==> config.mk <==
export PLATFORM = sky130hd
export DESIGN_NAME = sarc_top
export DESIGN_NICKNAME = d
export VERILOG_FILES = /design/src/sarc_pkg.sv /design/src/sarc_buf.sv /design/src/sarc_top.sv
export VERILOG_INCLUDE_DIRS = /design/src /design/src/src
export SDC_FILE = /design/constraint.sdc
export NUM_CORES = 1
export LEC_CHECK = 0
export BUFFER_PORTS_ARGS = -buffer_cell sky130_fd_sc_hd__buf_2
export CORE_MARGIN = 5
export CORE_UTILIZATION = 50
export CTS_CLUSTER_SIZE = 8
export DETAILED_ROUTE_END_ITERATION = 8
export PLACE_DENSITY_LB_ADDON = 0.15
export SLEW_MARGIN = 5
export SYNTH_ARGS = -nofsm -noshare
export SYNTH_HDL_FRONTEND = slang
export SYNTH_HIERARCHICAL = 1
export SYNTH_SLANG_ARGS = --single-unit
==> constraint.sdc <==
create_clock -name I_CLOCK -period 2.9 [get_ports I_CLOCK]
set_input_delay 0.58 -clock I_CLOCK [delete_from_list [all_inputs] [get_ports I_CLOCK]]
set_output_delay 0.58 -clock I_CLOCK [all_outputs]
set_load 0.02 [all_outputs]
==> src/sarc_consts.svh <==
// Constants for the serial converter readout control block.
// Assumes the including file runs on the 200 MHz system clock.
`ifndef SARC_CONSTS_SVH
`define SARC_CONSTS_SVH

// ************************************************************
// Timing
// ************************************************************
`define SARC_CLK_PERIOD_NS 5
// Internal conversion period; chosen default, no printed figure
`define SARC_CONV_TIME_NS 8000
// Least time, so round up
`define SARC_CONV_CYCLES \
  ((`SARC_CONV_TIME_NS + `SARC_CLK_PERIOD_NS - 1) / `SARC_CLK_PERIOD_NS)

// ************************************************************
// Result format
// ************************************************************
`define SARC_RESULT_BITS 12
`define SARC_BUF_DEPTH 2

// ************************************************************
// Pin bundle field positions
// ************************************************************
`define SARC_PIN_PD_LSB 0
`define SARC_PIN_SCLK 2
`define SARC_PIN_CS_N 3

// ************************************************************
// Reset values
// ************************************************************
`define SARC_PINS_RESET 4'h8
`define SARC_DOUT_RESET 1'h0

`endif

==> src/sarc_pkg.sv <==
// Types shared by the readout control block and its buffer.
// Assumes sarc_consts.svh is on the include path.
`include "sarc_consts.svh"

package sarc_pkg;

  // Three-level power-down pin, resolved by the pad into two bits
  typedef enum logic [1:0] {
    SARC_PD_LOW   = 2'h0,
    SARC_PD_FLOAT = 2'h1,
    SARC_PD_HIGH  = 2'h3
  } sarc_pd_e;

  typedef enum logic [5:0] {
    SARC_SHUT  = 6'h01,
    SARC_IDLE  = 6'h02,
    SARC_CONV  = 6'h04,
    SARC_LOAD  = 6'h08,
    SARC_EOC   = 6'h10,
    SARC_SHIFT = 6'h20
  } sarc_state_e;

  // Pins that arrive from outside the clock domain
  typedef struct packed {
    logic       cs_n;
    logic       sclk;
    logic [1:0] pd;
  } sarc_pins_s;

  typedef logic [`SARC_RESULT_BITS-1:0] sarc_word_t;

endpackage

==> src/sarc_buf.sv <==
// Small FIFO with valid/ready on both sides and a flush.
// Assumes one clock, synchronous active-high reset, DEPTH a power of 2.
`include "sarc_consts.svh"

module sarc_buf
  import sarc_pkg::*;
#(
  parameter int W     = `SARC_RESULT_BITS,
  parameter int DEPTH = `SARC_BUF_DEPTH
)
(
  input  wire logic         i_clock,
  input  wire logic         i_reset,
  input  wire logic         i_flush,
  input  wire logic         i_in_valid,
  output logic              o_in_ready,
  input  wire logic [W-1:0] i_in_data,
  output logic              o_out_valid,
  input  wire logic         i_out_ready,
  output logic [W-1:0]      o_out_data
);

  localparam int AW = (DEPTH > 1) ? $clog2(DEPTH) : 1;

  logic [W-1:0] mem      [DEPTH];
  logic [W-1:0] next_mem [DEPTH];
  logic [AW-1:0] wr_ptr;
  logic [AW-1:0] rd_ptr;
  logic [AW:0]   count;
  logic [AW-1:0] next_wr_ptr;
  logic [AW-1:0] next_rd_ptr;
  logic [AW:0]   next_count;
  logic          push;
  logic          pop;

  assign o_in_ready  = (count != (AW+1)'(DEPTH));
  assign o_out_valid = (count != '0);
  assign o_out_data  = mem[rd_ptr];
  assign push        = i_in_valid && o_in_ready;
  assign pop         = o_out_valid && i_out_ready;

  always_comb
  begin
    next_mem    = mem;
    next_wr_ptr = wr_ptr;
    next_rd_ptr = rd_ptr;
    next_count  = count;
    if (push)
    begin
      next_mem[wr_ptr] = i_in_data;
      next_wr_ptr      = wr_ptr + 1'b1;
    end
    if (pop)
      next_rd_ptr = rd_ptr + 1'b1;
    if (push && !pop)
      next_count = count + 1'b1;
    else if (pop && !push)
      next_count = count - 1'b1;
    // Flush drops stale words, a push in the same cycle included
    if (i_flush)
    begin
      next_wr_ptr = '0;
      next_rd_ptr = '0;
      next_count  = '0;
    end
  end

  always_ff @(posedge i_clock)
  begin
    mem <= next_mem;
    if (i_reset)
    begin
      wr_ptr <= '0;
      rd_ptr <= '0;
      count  <= '0;
    end
    else
    begin
      wr_ptr <= next_wr_ptr;
      rd_ptr <= next_rd_ptr;
      count  <= next_count;
    end
  end

endmodule

==> src/sarc_top.sv <==
// Control and 3-wire serial readout of a 12-bit converter.
// Assumes chip select, serial clock and power-down pins are asynchronous,
// the sample word is on the system clock, and a pad resolves the data pin.
//
// Behaviour
// [RULE_01] Chip-select falling edge starts a new conversion.
// [RULE_02] Data pin is high impedance while chip select is high.
// [RULE_03] Data pin changes only on serial-clock falling edges.
// [RULE_04] Power-down pin low enters shutdown and stops conversions.
// [RULE_05] Power-down pin high or floating keeps the device operational.
// [RULE_06] Reference enabled when pin high, disabled when it floats.
// [RULE_07] Host keeps chip select high at least 1.5 us between frames.
// [RULE_08] Host runs serial clock no faster than 2.1 MHz; the bench host runs it at 12.5 MHz.
// [RULE_09] Result is a high end-of-conversion bit then 12 bits MSB first.
// [RULE_10] Data goes low at chip-select fall; host holds clock low meanwhile.
// [RULE_11] Data rises high when the internal conversion completes.
`include "sarc_consts.svh"

module sarc_top
  import sarc_pkg::*;
#(
  parameter int CONV_CYCLES = `SARC_CONV_CYCLES
)
(
  input  wire logic                         I_CLOCK,
  input  wire logic                         I_RESET,
  input  wire logic                         I_CS_N,
  input  wire logic                         I_SCLK,
  input  wire logic [1:0]                   I_POWER_DOWN_SELECT,
  input  wire logic [`SARC_RESULT_BITS-1:0] I_ANALOG_SAMPLE_INPUT,
  output logic                              O_DOUT,
  output logic                              O_DOUT_OE_N,
  output logic                              O_REF_ENABLE,
  output logic                              O_LOW_POWER,
  output logic                              O_CONVERTING
);

  localparam int NB = `SARC_RESULT_BITS;
  localparam int TW = (CONV_CYCLES > 1) ? $clog2(CONV_CYCLES) : 1;

  // ************************************************************
  // Pin synchronisers
  // ************************************************************
  sarc_pins_s pin_s1;
  sarc_pins_s pin_s2;
  sarc_pins_s pin_s3;
  sarc_pins_s pins;
  sarc_pins_s pins_prev;
  sarc_pins_s next_pins;
  sarc_pins_s raw_pins;

  always_comb
  begin
    raw_pins.cs_n = I_CS_N;
    raw_pins.sclk = I_SCLK;
    raw_pins.pd   = I_POWER_DOWN_SELECT;
    // A bit moves only once stages two and three agree
    next_pins = sarc_pins_s'((pin_s2 & pin_s3) | (pins & (pin_s2 ^ pin_s3)));
  end

  always_ff @(posedge I_CLOCK)
  begin
    if (I_RESET)
    begin
      pin_s1    <= sarc_pins_s'(`SARC_PINS_RESET);
      pin_s2    <= sarc_pins_s'(`SARC_PINS_RESET);
      pin_s3    <= sarc_pins_s'(`SARC_PINS_RESET);
      pins      <= sarc_pins_s'(`SARC_PINS_RESET);
      pins_prev <= sarc_pins_s'(`SARC_PINS_RESET);
    end
    else
    begin
      pin_s1    <= raw_pins;
      pin_s2    <= pin_s1;
      pin_s3    <= pin_s2;
      pins      <= next_pins;
      pins_prev <= pins;
    end
  end

  logic cs_fall;
  logic sclk_fall;
  logic pd_low;

  assign cs_fall   = pins_prev.cs_n && !pins.cs_n;
  assign sclk_fall = pins_prev.sclk && !pins.sclk;
  assign pd_low    = (pins.pd == SARC_PD_LOW);

  // ************************************************************
  // Result buffer
  // ************************************************************
  sarc_word_t hold;
  sarc_word_t buf_data;
  logic       buf_in_valid;
  logic       buf_in_ready;
  logic       buf_out_valid;
  logic       buf_out_ready;
  logic       buf_flush;

  sarc_buf #(
    .W     (NB),
    .DEPTH (`SARC_BUF_DEPTH)
  ) u_buf (
    .i_clock     (I_CLOCK),
    .i_reset     (I_RESET),
    .i_flush     (buf_flush),
    .i_in_valid  (buf_in_valid),
    .o_in_ready  (buf_in_ready),
    .i_in_data   (hold),
    .o_out_valid (buf_out_valid),
    .i_out_ready (buf_out_ready),
    .o_out_data  (buf_data)
  );

  // ************************************************************
  // Conversion and readout sequencer
  // ************************************************************
  sarc_state_e state;
  sarc_state_e next_state;
  logic [TW-1:0] timer;
  logic [TW-1:0] next_timer;
  sarc_word_t    next_hold;
  sarc_word_t    shreg;
  sarc_word_t    next_shreg;
  logic          dout;
  logic          next_dout;

  always_comb
  begin
    next_state    = state;
    next_timer    = timer;
    next_hold     = hold;
    next_shreg    = shreg;
    next_dout     = dout;
    buf_in_valid  = 1'b0;
    buf_out_ready = 1'b0;
    buf_flush     = 1'b0;
    unique case (state)
      SARC_SHUT:
      begin
        // Leaving shutdown goes to idle, so converting needs a fresh chip-select fall
        if (!pd_low)
          next_state = SARC_IDLE; // [RULE_05]
      end
      SARC_IDLE:
      begin
        if (cs_fall)
        begin
          next_state = SARC_CONV; // [RULE_01]
          next_hold  = I_ANALOG_SAMPLE_INPUT;
          next_timer = TW'(CONV_CYCLES - 1);
          next_dout  = 1'b0; // [RULE_10]
        end
      end
      SARC_CONV:
      begin
        if (timer != '0)
          next_timer = timer - 1'b1;
        else
        begin
          // A full buffer holds the conversion here
          buf_in_valid = 1'b1;
          if (buf_in_ready)
            next_state = SARC_LOAD;
        end
      end
      SARC_LOAD:
      begin
        buf_out_ready = 1'b1;
        if (buf_out_valid)
        begin
          next_shreg = buf_data;
          next_dout  = 1'b1; // [RULE_11] [RULE_09]
          next_state = SARC_EOC;
        end
      end
      SARC_EOC, SARC_SHIFT:
      begin
        if (sclk_fall)
        begin
          next_dout  = shreg[NB-1]; // [RULE_03] [RULE_09]
          next_shreg = {shreg[NB-2:0], 1'b0};
          next_state = SARC_SHIFT;
        end
      end
    endcase
    // Chip select rising aborts any frame
    if (pins.cs_n && state != SARC_IDLE && state != SARC_SHUT)
    begin
      next_state = SARC_IDLE; // [RULE_02]
      buf_flush  = 1'b1;
    end
    if (pd_low)
    begin
      next_state = SARC_SHUT; // [RULE_04]
      buf_flush  = 1'b1;
    end
  end

  always_ff @(posedge I_CLOCK)
  begin
    if (I_RESET)
    begin
      state <= SARC_IDLE;
      timer <= '0;
      hold  <= '0;
      shreg <= '0;
      dout  <= `SARC_DOUT_RESET;
    end
    else
    begin
      state <= next_state;
      timer <= next_timer;
      hold  <= next_hold;
      shreg <= next_shreg;
      dout  <= next_dout;
    end
  end

  // ************************************************************
  // Outputs
  // ************************************************************
  logic ref_en;
  logic next_ref_en;

  // Floating pin frees the reference pin for an external source
  assign next_ref_en = (pins.pd == SARC_PD_HIGH); // [RULE_06]

  always_ff @(posedge I_CLOCK)
  begin
    if (I_RESET)
      ref_en <= 1'b0;
    else
      ref_en <= next_ref_en;
  end

  assign O_DOUT       = dout;
  assign O_DOUT_OE_N  = (state == SARC_IDLE) || (state == SARC_SHUT); // [RULE_02]
  assign O_REF_ENABLE = ref_en;
  assign O_LOW_POWER  = (state == SARC_SHUT); // [RULE_04]
  assign O_CONVERTING = (state == SARC_CONV) || (state == SARC_LOAD);

endmodule

# Word-level counts from Yosys, hierarchy flattened
# Index checks and enable logic that the tools add are counted.
# op_classes
n_addsub	5
magnitude_cmp	3
eq_ne	21
mux	31
bitwise	6
reduce_logical	31
# op_table
operator	n
two-way mux 12 bit	6
two-way mux 6 bit	5
one-hot mux 6 bit (5 select lines)	1
bitwise mux 24 bit	1
one-hot mux 12 bit (2 select lines)	1
two-way mux 11 bit	2
one-hot mux 11 bit (2 select lines)	1
demux 12 bit (select 1 bit)	1
inequality test 4 bit (second input constant)	3
nonzero test 11 bit	1
subtractor 11 x 1 -> 11 bit (second input constant)	1
inequality test 2 bit (second input constant)	5
AND reduction 5 bit	2
logical AND 1 bit	9
AND 4 bit	2
two-way mux 1 bit	8
two-way mux 2 bit	4
inequality test 4 x 3 -> 1 bit (second input constant)	2
nonzero test 2 bit	4
== test 6 x 1 -> 1 bit (second input constant)	1
== test 6 x 2 -> 1 bit (second input constant)	1
== test 6 x 3 -> 1 bit (second input constant)	1
== test 6 x 4 -> 1 bit (second input constant)	1
== test 6 x 5 -> 1 bit (second input constant)	1
other kinds (23)	33
# totals
regBits	89
inputBits	18
word_cells	123

# Logic depth before layout (Yosys ltp)
# Gate-level depths: netlist of run 1.
# logic_depth
word_depth	8
mapped_depth	11
mapped_depth_nobuf	11

# Modules after synthesis
# The synthesis of run 1 kept the hierarchy.
# modules_own_cells
module	n_inst	cells_per_inst	area_each_um2	seq_area_each_um2
sarc_top	1	291	2688.8	1221.2
sarc_buf	1	60	1073.5	800.8

# Least setup slack after synthesis of run 1
# No wires, ideal clock.
# synth_timing
kind	reg2reg
startpoint	register timer[0]
endpoint	register u_buf.count[1]
setup_ps	70
arrival_ps	2136
path_slack_ps	694
path_stages_with_launch	11
period_less_slack_ps	2206
cell_sequence	dfxtp_1 > inv_1 > ha_1 > nor4b_1 > nor2b_1 > nand2_1 > nor2_1 > and2_1 > ha_1 > or3_1 > a21oi_1
# synth_between
elab_chain_cells	7
word_cells_on_any_way	9
# synth_rtl
element	line_no	text
from (decl)	sarc_top.sv:120	logic [TW-1:0] timer;
from (signal assigned)	sarc_top.sv:213	timer <= next_timer;
nonzero test 11 bit (*)	sarc_top.sv:157	if (timer != '0)
two-way mux 1 bit (*)	sarc_top.sv:157	
two-way mux 1 bit (*)	sarc_top.sv:138	unique case (state)
net buf_in_valid	sarc_top.sv:94	logic buf_in_valid;
logical AND 1 bit (*)	sarc_buf.sv:39	assign push = i_in_valid && o_in_ready;
net u_buf.push	sarc_buf.sv:33	logic push;
zero test 1 bit	sarc_buf.sv:57	else if (pop && !push)
logical AND 1 bit	sarc_buf.sv:57	
nonzero test 2 bit (no line)	n/a	
to (signal assigned)	sarc_buf.sv:81	count <= next_count;
to (decl)	sarc_buf.sv:29	logic [AW:0] count;
# Mark *: on every way through the listed nets, which the timed path passes. The rest lies on a longest branch.
# A chain may end at the register's enable or synchronous reset.

# Worst setup path in the final report of run 1
# Ends and elaborated chain as after synthesis.

==> impl_metrics.yaml, run 1 <==
route:
  wl_um: 6810
  avgRoutedWirePerCell_um: 14.3
  drt_first_iter_violations: 89
  vias: 2516
  firstDrtPassIters: 4
  drtAntennaViolNets: 0
  drc_errors: 0
  vias_per_cell: 5.30
cts:
  path_clk_slew_ns: 0.09
  cts_resized: 0
  ctsLongestPathBuffers: 2
  numCtsBuffers: 9
  cts_setup_buffers: 0
  ctsHoldBuffers: 0
  clock_sinks: 89
  insertion_delay_ns: 0.34
  root_buffer: "clkbuf_8"
  tritoncts: "built"
  htreeDepth: 3
timing:
  worst_slew_pin_slew_ns: 0.695
  setup_tns_ns: 0
  max_freq_mhz: 388
  min_period_ns: 2.58
  finClkSkew_ns: 0.0109
  rsz0062_at_grt: "no"
  drv_slew: 0
  hold_viol_final: 0
  finalCritPeriodShare_pct: 88.8
  relSlewSlack_pct: 53.7
  setup_viol: 0
cells_and_area:
  fin_util_pct: 56.4
  drive_gt1_share_pct: 21.0
  n_fill_cell: 683
  antenna_cells: 0
  nets: 396
  area_growth_pct: 9.25
worst_setup_path:
  cpMaxStageDelayCell: "dfxtp_1"
  path_delay_family: "simple AND/OR/NAND/NOR gates"
  crit_buf_inv: 1
  worstPathCellList: "inv_1, ha_1, nor4b_1, nor2b_1, nand2_1, nor2_1, and2_1, ha_1, or3_1, a21oi_1"
  startpoint_type: "flop"
  cpMostUsedCell: "ha_1"
  path_max_fanout: 5
  end_kind: "flop"
  max_stage_delay_ns: 0.35
  worstPathArrival_ns: 2.85
  cp.required_ns: 3.17
  worstSetupPathType: "flop to flop"
synth:
  synth_nets: 376
  yosysWarnings: 6
  ys_seq_elements: 89
  synth_cell_types: 54
  synth_top_area_cell: "dfxtp_1"
  ys_seq_area_share_pct: 53.7
  ys_top_cells_by_area: "dfxtp_1, edfxtp_1, a21oi_1, nand2_1, mux2_2"
  netlist_instances: 351
  synth_top_area_share_pct: 34.6
  syn_area_mm2: 0.00376
  syn_area_per_cell_um2: 10.7
pwr:
  ir_drop_v: 0.000353
  p_leak_nw: 1.53
  power_density_mw_per_mm2: 514
run:
  drv_cap: 0
status:
  outcome: "completed"
global_routing:
  grt.met2_usage_pct: 22.9
  grt_max_degree: 33
  antenna_found_initial: 0
  grt-ovfl-total: 0
  grt_pass1_vias: 2461
  grt_first_pass_wirelength_um: 11700
  grt_usage_pct: 15.1
  top_usage_layer: "met2"
  grt_use_met3_pct: 2.45
  grt_use_met1_pct: 21.7
floorplan:
  die_area_mm2: 0.00936
  ioPinCount: 23
  core-area_mm2: 0.00729
  fp-row-count: 31
  die_y_um: 96.7
  fp.dieW_um: 96.7
  initial_core_util_pct: 51.6
place:
  portBuffers: 22
  gp_congestion: 0.865
  post-dp-hpwl_um: 4680
hold_path:
  hold_class: "flop to flop"
==> final cells by class <==
class / count / area, um2 / area share (%)
sequential: 89 / 2020 / 49.2
multi-input combinational: 241 / 1650 / 40.0
timing repair buffer: 26 / 140 / 3.41
clock buffer: 11 / 131 / 3.20
tap: 99 / 124 / 3.01
clock inverter: 5 / 32.5 / 0.791
inverter: 4 / 15.0 / 0.365
==> state kept, by name (all words and copies together) (netlist names), 2 cells and up <==
register / flops
pins: 4
pin_s2: 4
pin_s3: 4
hold: 12
u_buf/mem: 24
u_buf/count: 2
pin_s1: 4
pins_prev: 2
state: 6
shreg: 12
timer: 11
==> cells in the final DEF (no fill, tap or decap), types with 3 or more instances in the layout <==
master    count
buf_4         4
clkbuf_8      9
nor2b_1      15
edfxtp_1     24
nand2b_1      4
mux2i_1      11
dfxtp_1      65
buf_2        22
nand2_1      36
o21ai_0       4
or3_1         3
a211oi_2      8
o21ai_1       4
xor2_1        6
nand3_1       5
and3_1        4
nor2_1       28
a211oi_1      6
or2_2         6
nor3_1        9
ha_1          7
a21oi_1      28
inv_1         4
nor4_2        3
mux2_2       12
xnor2_1       7
==> through the flow <==
stage	cell area, um2	setup slack [ns]	power [mW]	std cells	hold WS [ns]
floorplan	3760	0.694	1.39	351	0.389
global placement	3950	0.494	1.42	459	0.399
detailed placement	3950	0.408	1.42	459	0.412
CTS	4110	0.351	2.14	475	0.417
global route	4110	0.0584	2.21	475	0.428
finish	4110	0.324	2.11	475	0.430
==> Yosys cell counts, drive strengths merged <==
| master | number |
|---|---|
| dfxtp | 65 |
| nand2 | 37 |
| nor2 | 29 |
| a21oi | 28 |
| edfxtp | 24 |
| nor2b | 15 |
| a211oi | 14 |
| buf | 13 |
| mux2 | 12 |
| mux2i | 11 |
| nor3 | 10 |
| o21ai | 8 |
| or2 | 8 |
| ha | 7 |
| xnor2 | 7 |
| nand3 | 6 |
| nor4 | 6 |
| xor2 | 6 |
| nand2b | 5 |
| and3 | 4 |
| clkbuf | 4 |
| inv | 4 |
| nor4b | 3 |
| o211ai | 3 |
| or3 | 3 |
| a31oi | 2 |
| and2 | 2 |
| nand3b | 2 |
| nor3b | 2 |
| a211o | 1 |
| a21bo | 1 |
| a21boi | 1 |
| a311oi | 1 |
| and3b | 1 |
| and4b | 1 |
| and4bb | 1 |
| nand4b | 1 |
| o221a | 1 |
| o32ai | 1 |
| or4 | 1 |
==> power by group <==
group          internal, mW  total (mW)  switching [mW]
registers              1.28        1.29          0.0119
logic                0.0405      0.0978          0.0573
clock network         0.309       0.722           0.413
total                  1.63        2.11           0.482
==> logic make-up after synthesis <==
family,after synthesis,share of synthesized area [%]
buf+inv,21,2.53
compound gates,61,11.3
xor+xnor,13,3.03
fa+ha+maj,7,2.33
flops,89,53.7
simple gates,137,20.6
mux,23,6.52
==> worst reg2reg max path, delay by kind of cell (launching register included) <==
| kind | cells | cell delay [ns] |
|---|---|---|
| simple gates | 6 | 1.48 |
| compound gates | 1 | 0.14 |
| flops | 1 | 0.35 |
| buf+inv | 1 | 0.09 |
| fa+ha+maj | 2 | 0.45 |
==> final timing paths <==
kind / depth (start not counted) / start / end / slack, ns
min: 1 / pin_s1[3] / pin_s2[3] / 0.43
max: 10 / timer[0] / u_buf/count[1] / 0.32
max reg2reg: 10 / timer[0] / u_buf/count[1] / 0.32
min reg2reg: 1 / pin_s1[3] / pin_s2[3] / 0.43
==> per-layer routing <==
layer | wire [um] | part of all wire [%]
met1 | 3520 | 52
met2 | 2990 | 44
met3 | 200 | 2.9
met4 | 93 | 1.4
met5 | 0 | 0
Note: power is estimated with default switching activity, not from simulation.
==> run 2: changes to the inputs <==
Clock period 2.9 ns to 3.3 ns, I/O delays scaled along.
==> run 2 against run 1 <==
Net effect: non-clock buffer count down 1; clock skew up 0.0022 ns; critical endpoint unchanged; die area unchanged.
==> impl_metrics.yaml, run 2 (synthesis gave the netlist of run 1 again) <==
pwr:
  power_mw: 2.01
  ir_drop_v: 0.000225
  p_leak_nw: 1.55
  power_density_mw_per_mm2: 483
timing:
  rsz0062_at_grt: "no"
  worst_slew_pin_slew_ns: 0.789
  drv_slew: 0
  hold_viol_final: 0
  relSlewSlack_pct: 47.4
  finClkSkew_ns: 0.0131
  min_period_ns: 2.56
  holdWs_ns: 0.414
  setup_viol: 0
  setup_tns_ns: 0
  finalCritPeriodShare_pct: 77.5
  setup_ws_ns: 0.743
  max_freq_mhz: 391
cells_and_area:
  final_cell_mix: "dfxtp_1, nand2_1, nor2_1, a21oi_1, edfxtp_1"
  antenna_cells: 0
  drive_gt1_share_pct: 20.8
  largest_reg_flops: 24
  reg_top3: "u_buf/mem (24), hold (12), shreg (12)"
  multi_input_area_mm2: 0.00165
  design_area_mm2: 0.00415
  area_growth_pct: 10.3
  nets: 395
  top_register: "u_buf/mem"
  fin_util_pct: 56.9
  layout_commonest_cell: "dfxtp_1"
  layout.area.seq_mm2: 0.00202
  final_cells: 474
  n_fill_cell: 656
cts:
  ctsLongestPathBuffers: 2
  ctsHoldBuffers: 0
  tritoncts: "built"
  clock_sinks: 89
  cts_resized: 0
  insertion_delay_ns: 0.35
  root_buffer: "clkbuf_8"
  numCtsBuffers: 9
  htreeDepth: 3
  path_clk_slew_ns: 0.08
  cts_setup_buffers: 0
worst_setup_path:
  cp.required_ns: 3.58
  startpoint_type: "flop"
  path_max_fanout: 5
  worstPathArrival_ns: 2.84
  worstSetupPathType: "flop to flop"
  end_kind: "flop"
  worst-r2r-cell-count: 10
place:
  post-dp-hpwl_um: 4620
  dp_slack_ns: 0.801
  gp_congestion: 0.835
  portBuffers: 22
  dpl_cell_area_mm2: 0.00394
  placedCellCount: 458
floorplan:
  core-area_mm2: 0.00729
  initial_core_util_pct: 51.6
  die_y_um: 96.7
  ioPinCount: 23
  fp-row-count: 31
  die_area_mm2: 0.00936
  fp.dieW_um: 96.7
route:
  vias_per_cell: 5.26
  wl_um: 6800
  drtAntennaViolNets: 0
  avgRoutedWirePerCell_um: 14.4
  drt_first_iter_violations: 161
  firstDrtPassIters: 4
  drc_errors: 0
  vias: 2493
global_routing:
  grt_first_pass_wirelength_um: 11200
  antenna_found_initial: 0
  grt_usage_pct: 14.7
  grt-ovfl-total: 0
  grt_max_degree: 45
  grt_pass1_vias: 2324
status:
  outcome: "completed"
run:
  drv_cap: 0
hold_path:
  hold_depth: 1
  hold_class: "flop to flop"
## run 2: path summary, 6_finish.rpt
| kind | from | to | slack (ns) |
|---|---|---|---|
| setup / recovery | timer[0] | u_buf/count[1] | 0.74 |
| hold / removal | pin_s1[3] | pin_s2[3] | 0.41 |
| hold reg to reg | pin_s1[3] | pin_s2[3] | 0.41 |
| setup reg to reg | timer[0] | u_buf/count[1] | 0.74 |
## run 2: worst max-delay path, stage by stage, from the launching register on
cell and delay [ns]:
dfxtp_1 0.36, inv_1 0.10, ha_1 0.19, nor4b_1 0.30, nor2b_1 0.29, nand2_1 0.14, nor2_1 0.21, and2_1 0.16
ha_1 0.26, or3_1 0.35, a21oi_1 0.14
## run 2: final cells by class
class | instances | area share (%)
Multi-Input combinational cell | 241 | 39.6
Clock buffer | 11 | 3.17
Clock inverter | 5 | 1.93
Inverter | 4 | 0.362
Timing Repair Buffer | 25 | 3.20
Sequential cell | 89 | 48.7
Tap cell | 99 | 2.98
## run 2: layer usage
metal	GRT usage, %	share of wire, %	vias to the layer above
met1	21.6	53	1173
met3	2.66	2.8	7
met5	0	0	-
met2	21.0	43	29
met4	6.48	1.4	0
li1	-	-	1284
## run 2: power by group
| part | switching [mW] | internal (mW) | total, mW |
|---|---|---|---|
| Combinational | 0.0507 | 0.0356 | 0.0863 |
| Sequential | 0.0105 | 1.13 | 1.14 |
| Clock | 0.357 | 0.426 | 0.783 |
| Total | 0.418 | 1.59 | 2.01 |
==> run 3: changes to the inputs <==
Settings changed: ABC_AREA set to 1.
Clock period 3.3 ns to 2.25 ns, I/O delays scaled along.
==> run 3 against run 2 <==
Net effect: sequential power rose by 47%; global-route usage up 1.3 points; flip-flop and latch count unchanged; sequential share of layout area down 2.3 points; hold slack lost 0.13 ns; via count is 24% higher; core utilization is 0.24 points lower; maximum frequency is 34% higher.
==> impl_metrics.yaml, run 3 <==
status:
  outcome: "completed"
timing:
  rsz0062_at_grt: "no"
  hold_viol_final: 0
  worst_slew_pin_slew_ns: 0.615
  min_period_ns: 1.90
  finClkSkew_ns: 0.00807
  setup_viol: 0
  finalCritPeriodShare_pct: 84.6
  max_freq_mhz: 525
  drv_slew: 0
  setup_tns_ns: 0
  relSlewSlack_pct: 59.0
synth:
  syn_area_mm2: 0.00393
  synth_top_area_share_pct: 33.2
  ys_seq_area_share_pct: 51.5
  synthFlopType: "dfxtp_1"
  yosysWarnings: 6
  yosys-mux-area-fraction_pct: 0
  synth_cell_types: 31
  synthAdderAreaFrac_pct: 2.23
  synth_top_family_by_area: "simple AND/OR/NAND/NOR gates"
  synth_nets: 531
  yosys.area_share.simple_pct: 30.8
  netlist_instances: 506
  synthArstFlopShare_pct: 0
  ys_seq_elements: 89
  synth_xor_area_share_pct: 0.446
  netlist_top_cells_count: "nand2_1, nor2_1, dfxtp_1, inv_1, o21ai_0"
  syn_area_per_cell_um2: 7.76
  synth.most_common_cell: "nand2_1"
  ys_top_cells_by_area: "dfxtp_1, edfxtp_1, nand2_1, nor2_1, inv_1"
  synth-compound-area-share_pct: 7.43
  synth_edf_count: 24
  synth_top_area_cell: "dfxtp_1"
cells_and_area:
  antenna_cells: 0
  largest_reg_flops: 24
  final_cell_mix: "nand2_1, nor2_1, dfxtp_1"
  top_register: "u_buf/mem"
  nets: 558
  reg_top3: "u_buf/mem (24), hold (12), shreg (12)"
  drive_gt1_share_pct: 14.9
  area_growth_pct: 11.0
  n_fill_cell: 764
  design_area_mm2: 0.00436
  final_cells: 640
  layout_commonest_cell: "nand2_1"
cts:
  clock_sinks: 89
  path_clk_slew_ns: 0.10
  tritoncts: "built"
  cts_resized: 0
  cts_setup_buffers: 0
  htreeDepth: 3
  ctsLongestPathBuffers: 2
  numCtsBuffers: 9
  root_buffer: "clkbuf_8"
  ctsHoldBuffers: 0
  insertion_delay_ns: 0.36
floorplan:
  fp-row-count: 32
  die_area_mm2: 0.00972
  initial_core_util_pct: 51.1
  fp.dieW_um: 98.6
  ioPinCount: 23
  die_y_um: 98.6
  core-area_mm2: 0.00769
global_routing:
  grt_max_degree: 34
  grt-ovfl-total: 0
  grt_usage_pct: 16.0
  grt_pass1_vias: 2955
  antenna_found_initial: 0
  grt_first_pass_wirelength_um: 13000
place:
  portBuffers: 22
  placedCellCount: 624
  post-dp-hpwl_um: 5200
  dpl_cell_area_mm2: 0.00415
  gp_congestion: 0.853
worst_setup_path:
  cp.required_ns: 2.53
  end_kind: "flop"
  path_max_fanout: 6
  worstPathArrival_ns: 2.18
  worstSetupPathType: "flop to flop"
  startpoint_type: "flop"
route:
  vias_per_cell: 4.82
  drt_first_iter_violations: 126
  avgRoutedWirePerCell_um: 11.5
  vias: 3084
  firstDrtPassIters: 4
  drtAntennaViolNets: 0
  wl_um: 7390
  drc_errors: 0
hold_path:
  hold_class: "input pin to flop"
pwr:
  ir_drop_v: 0.000460
  power_density_mw_per_mm2: 696
  p_leak_nw: 1.98
run:
  drv_cap: 0
run 3: power breakdown:
part	switching (mW)	internal [mW]	leakage, nW
clock	0.618	0.536	0.100
sequential	0.0193	1.66	0.719
combinational	0.122	0.0733	1.16
run 3: per-layer routing:
| layer | part of all wire [%] | up-vias | global-route usage (%) | routed length [um] |
|---|---|---|---|---|
| li1 | - | 1643 | - | - |
| met1 | 50 | 1395 | 21.3 | 3710 |
| met2 | 45 | 40 | 26.3 | 3350 |
| met3 | 3.2 | 6 | 2.97 | 239 |
| met4 | 1.3 | 0 | 5.67 | 94 |
| met5 | 0 | - | 0 | 0 |
run 3: layout make-up:
class / instances / area, um2 / area share, %
multi-input cells: 345 / 1610 / 36.8
repair buffers: 31 / 178 / 4.08
inverters: 57 / 215 / 4.94
clock inverters: 7 / 85.1 / 1.95
well taps: 102 / 128 / 2.93
clock buffers: 9 / 124 / 2.84
flip-flops and latches: 89 / 2020 / 46.4
run 3: critical path: stages (launching register included):
cell and delay [ns]:
dfxtp_1 0.34, inv_1 0.15, ha_1 0.16, nand2_1 0.05, nor2_1 0.15, nand3_2 0.14
inv_1 0.12, nand2_4 0.07, clkinv_2 0.05, ha_1 0.25, xor2_1 0.17, nor3_1 0.16
run 3: path summary, 6_finish.rpt:
path,depth (start not counted),endpoint,slack [ns],startpoint
worst max register to register,11,u_buf/count[0],0.35,timer[0]
worst min register to register,2,pin_s2[1],0.41,pin_s1[1]
worst max-delay path,11,u_buf/count[0],0.35,timer[0]
worst min-delay path,3,pin_s1[0],0.28,I_POWER_DOWN_SELECT[0]
run 3: cells by family after synthesis:
logic type / count (synthesis)
adders and majority gates: 7
and+or+nand+nor: 280
AOI/OAI and AO/OA: 56
DFF: 89
buffers and inverters: 72
xor gates and xnor gates: 2
run 3: per-stage QoR:
step / utilization [%] / total power [mW] / hold slack (ns) / setup slack, ns
after detailed placement: 54.0 / 1.91 / 0.392 / 0.382
final: 56.7 / 3.03 / 0.284 / 0.346
after CTS: 56.7 / 3.06 / 0.274 / 0.328
after global routing: 56.7 / 3.16 / 0.285 / 0.126
after floorplan: - / 1.86 / 0.388 / 0.283
after global placement: 54.0 / 1.91 / 0.389 / 0.478
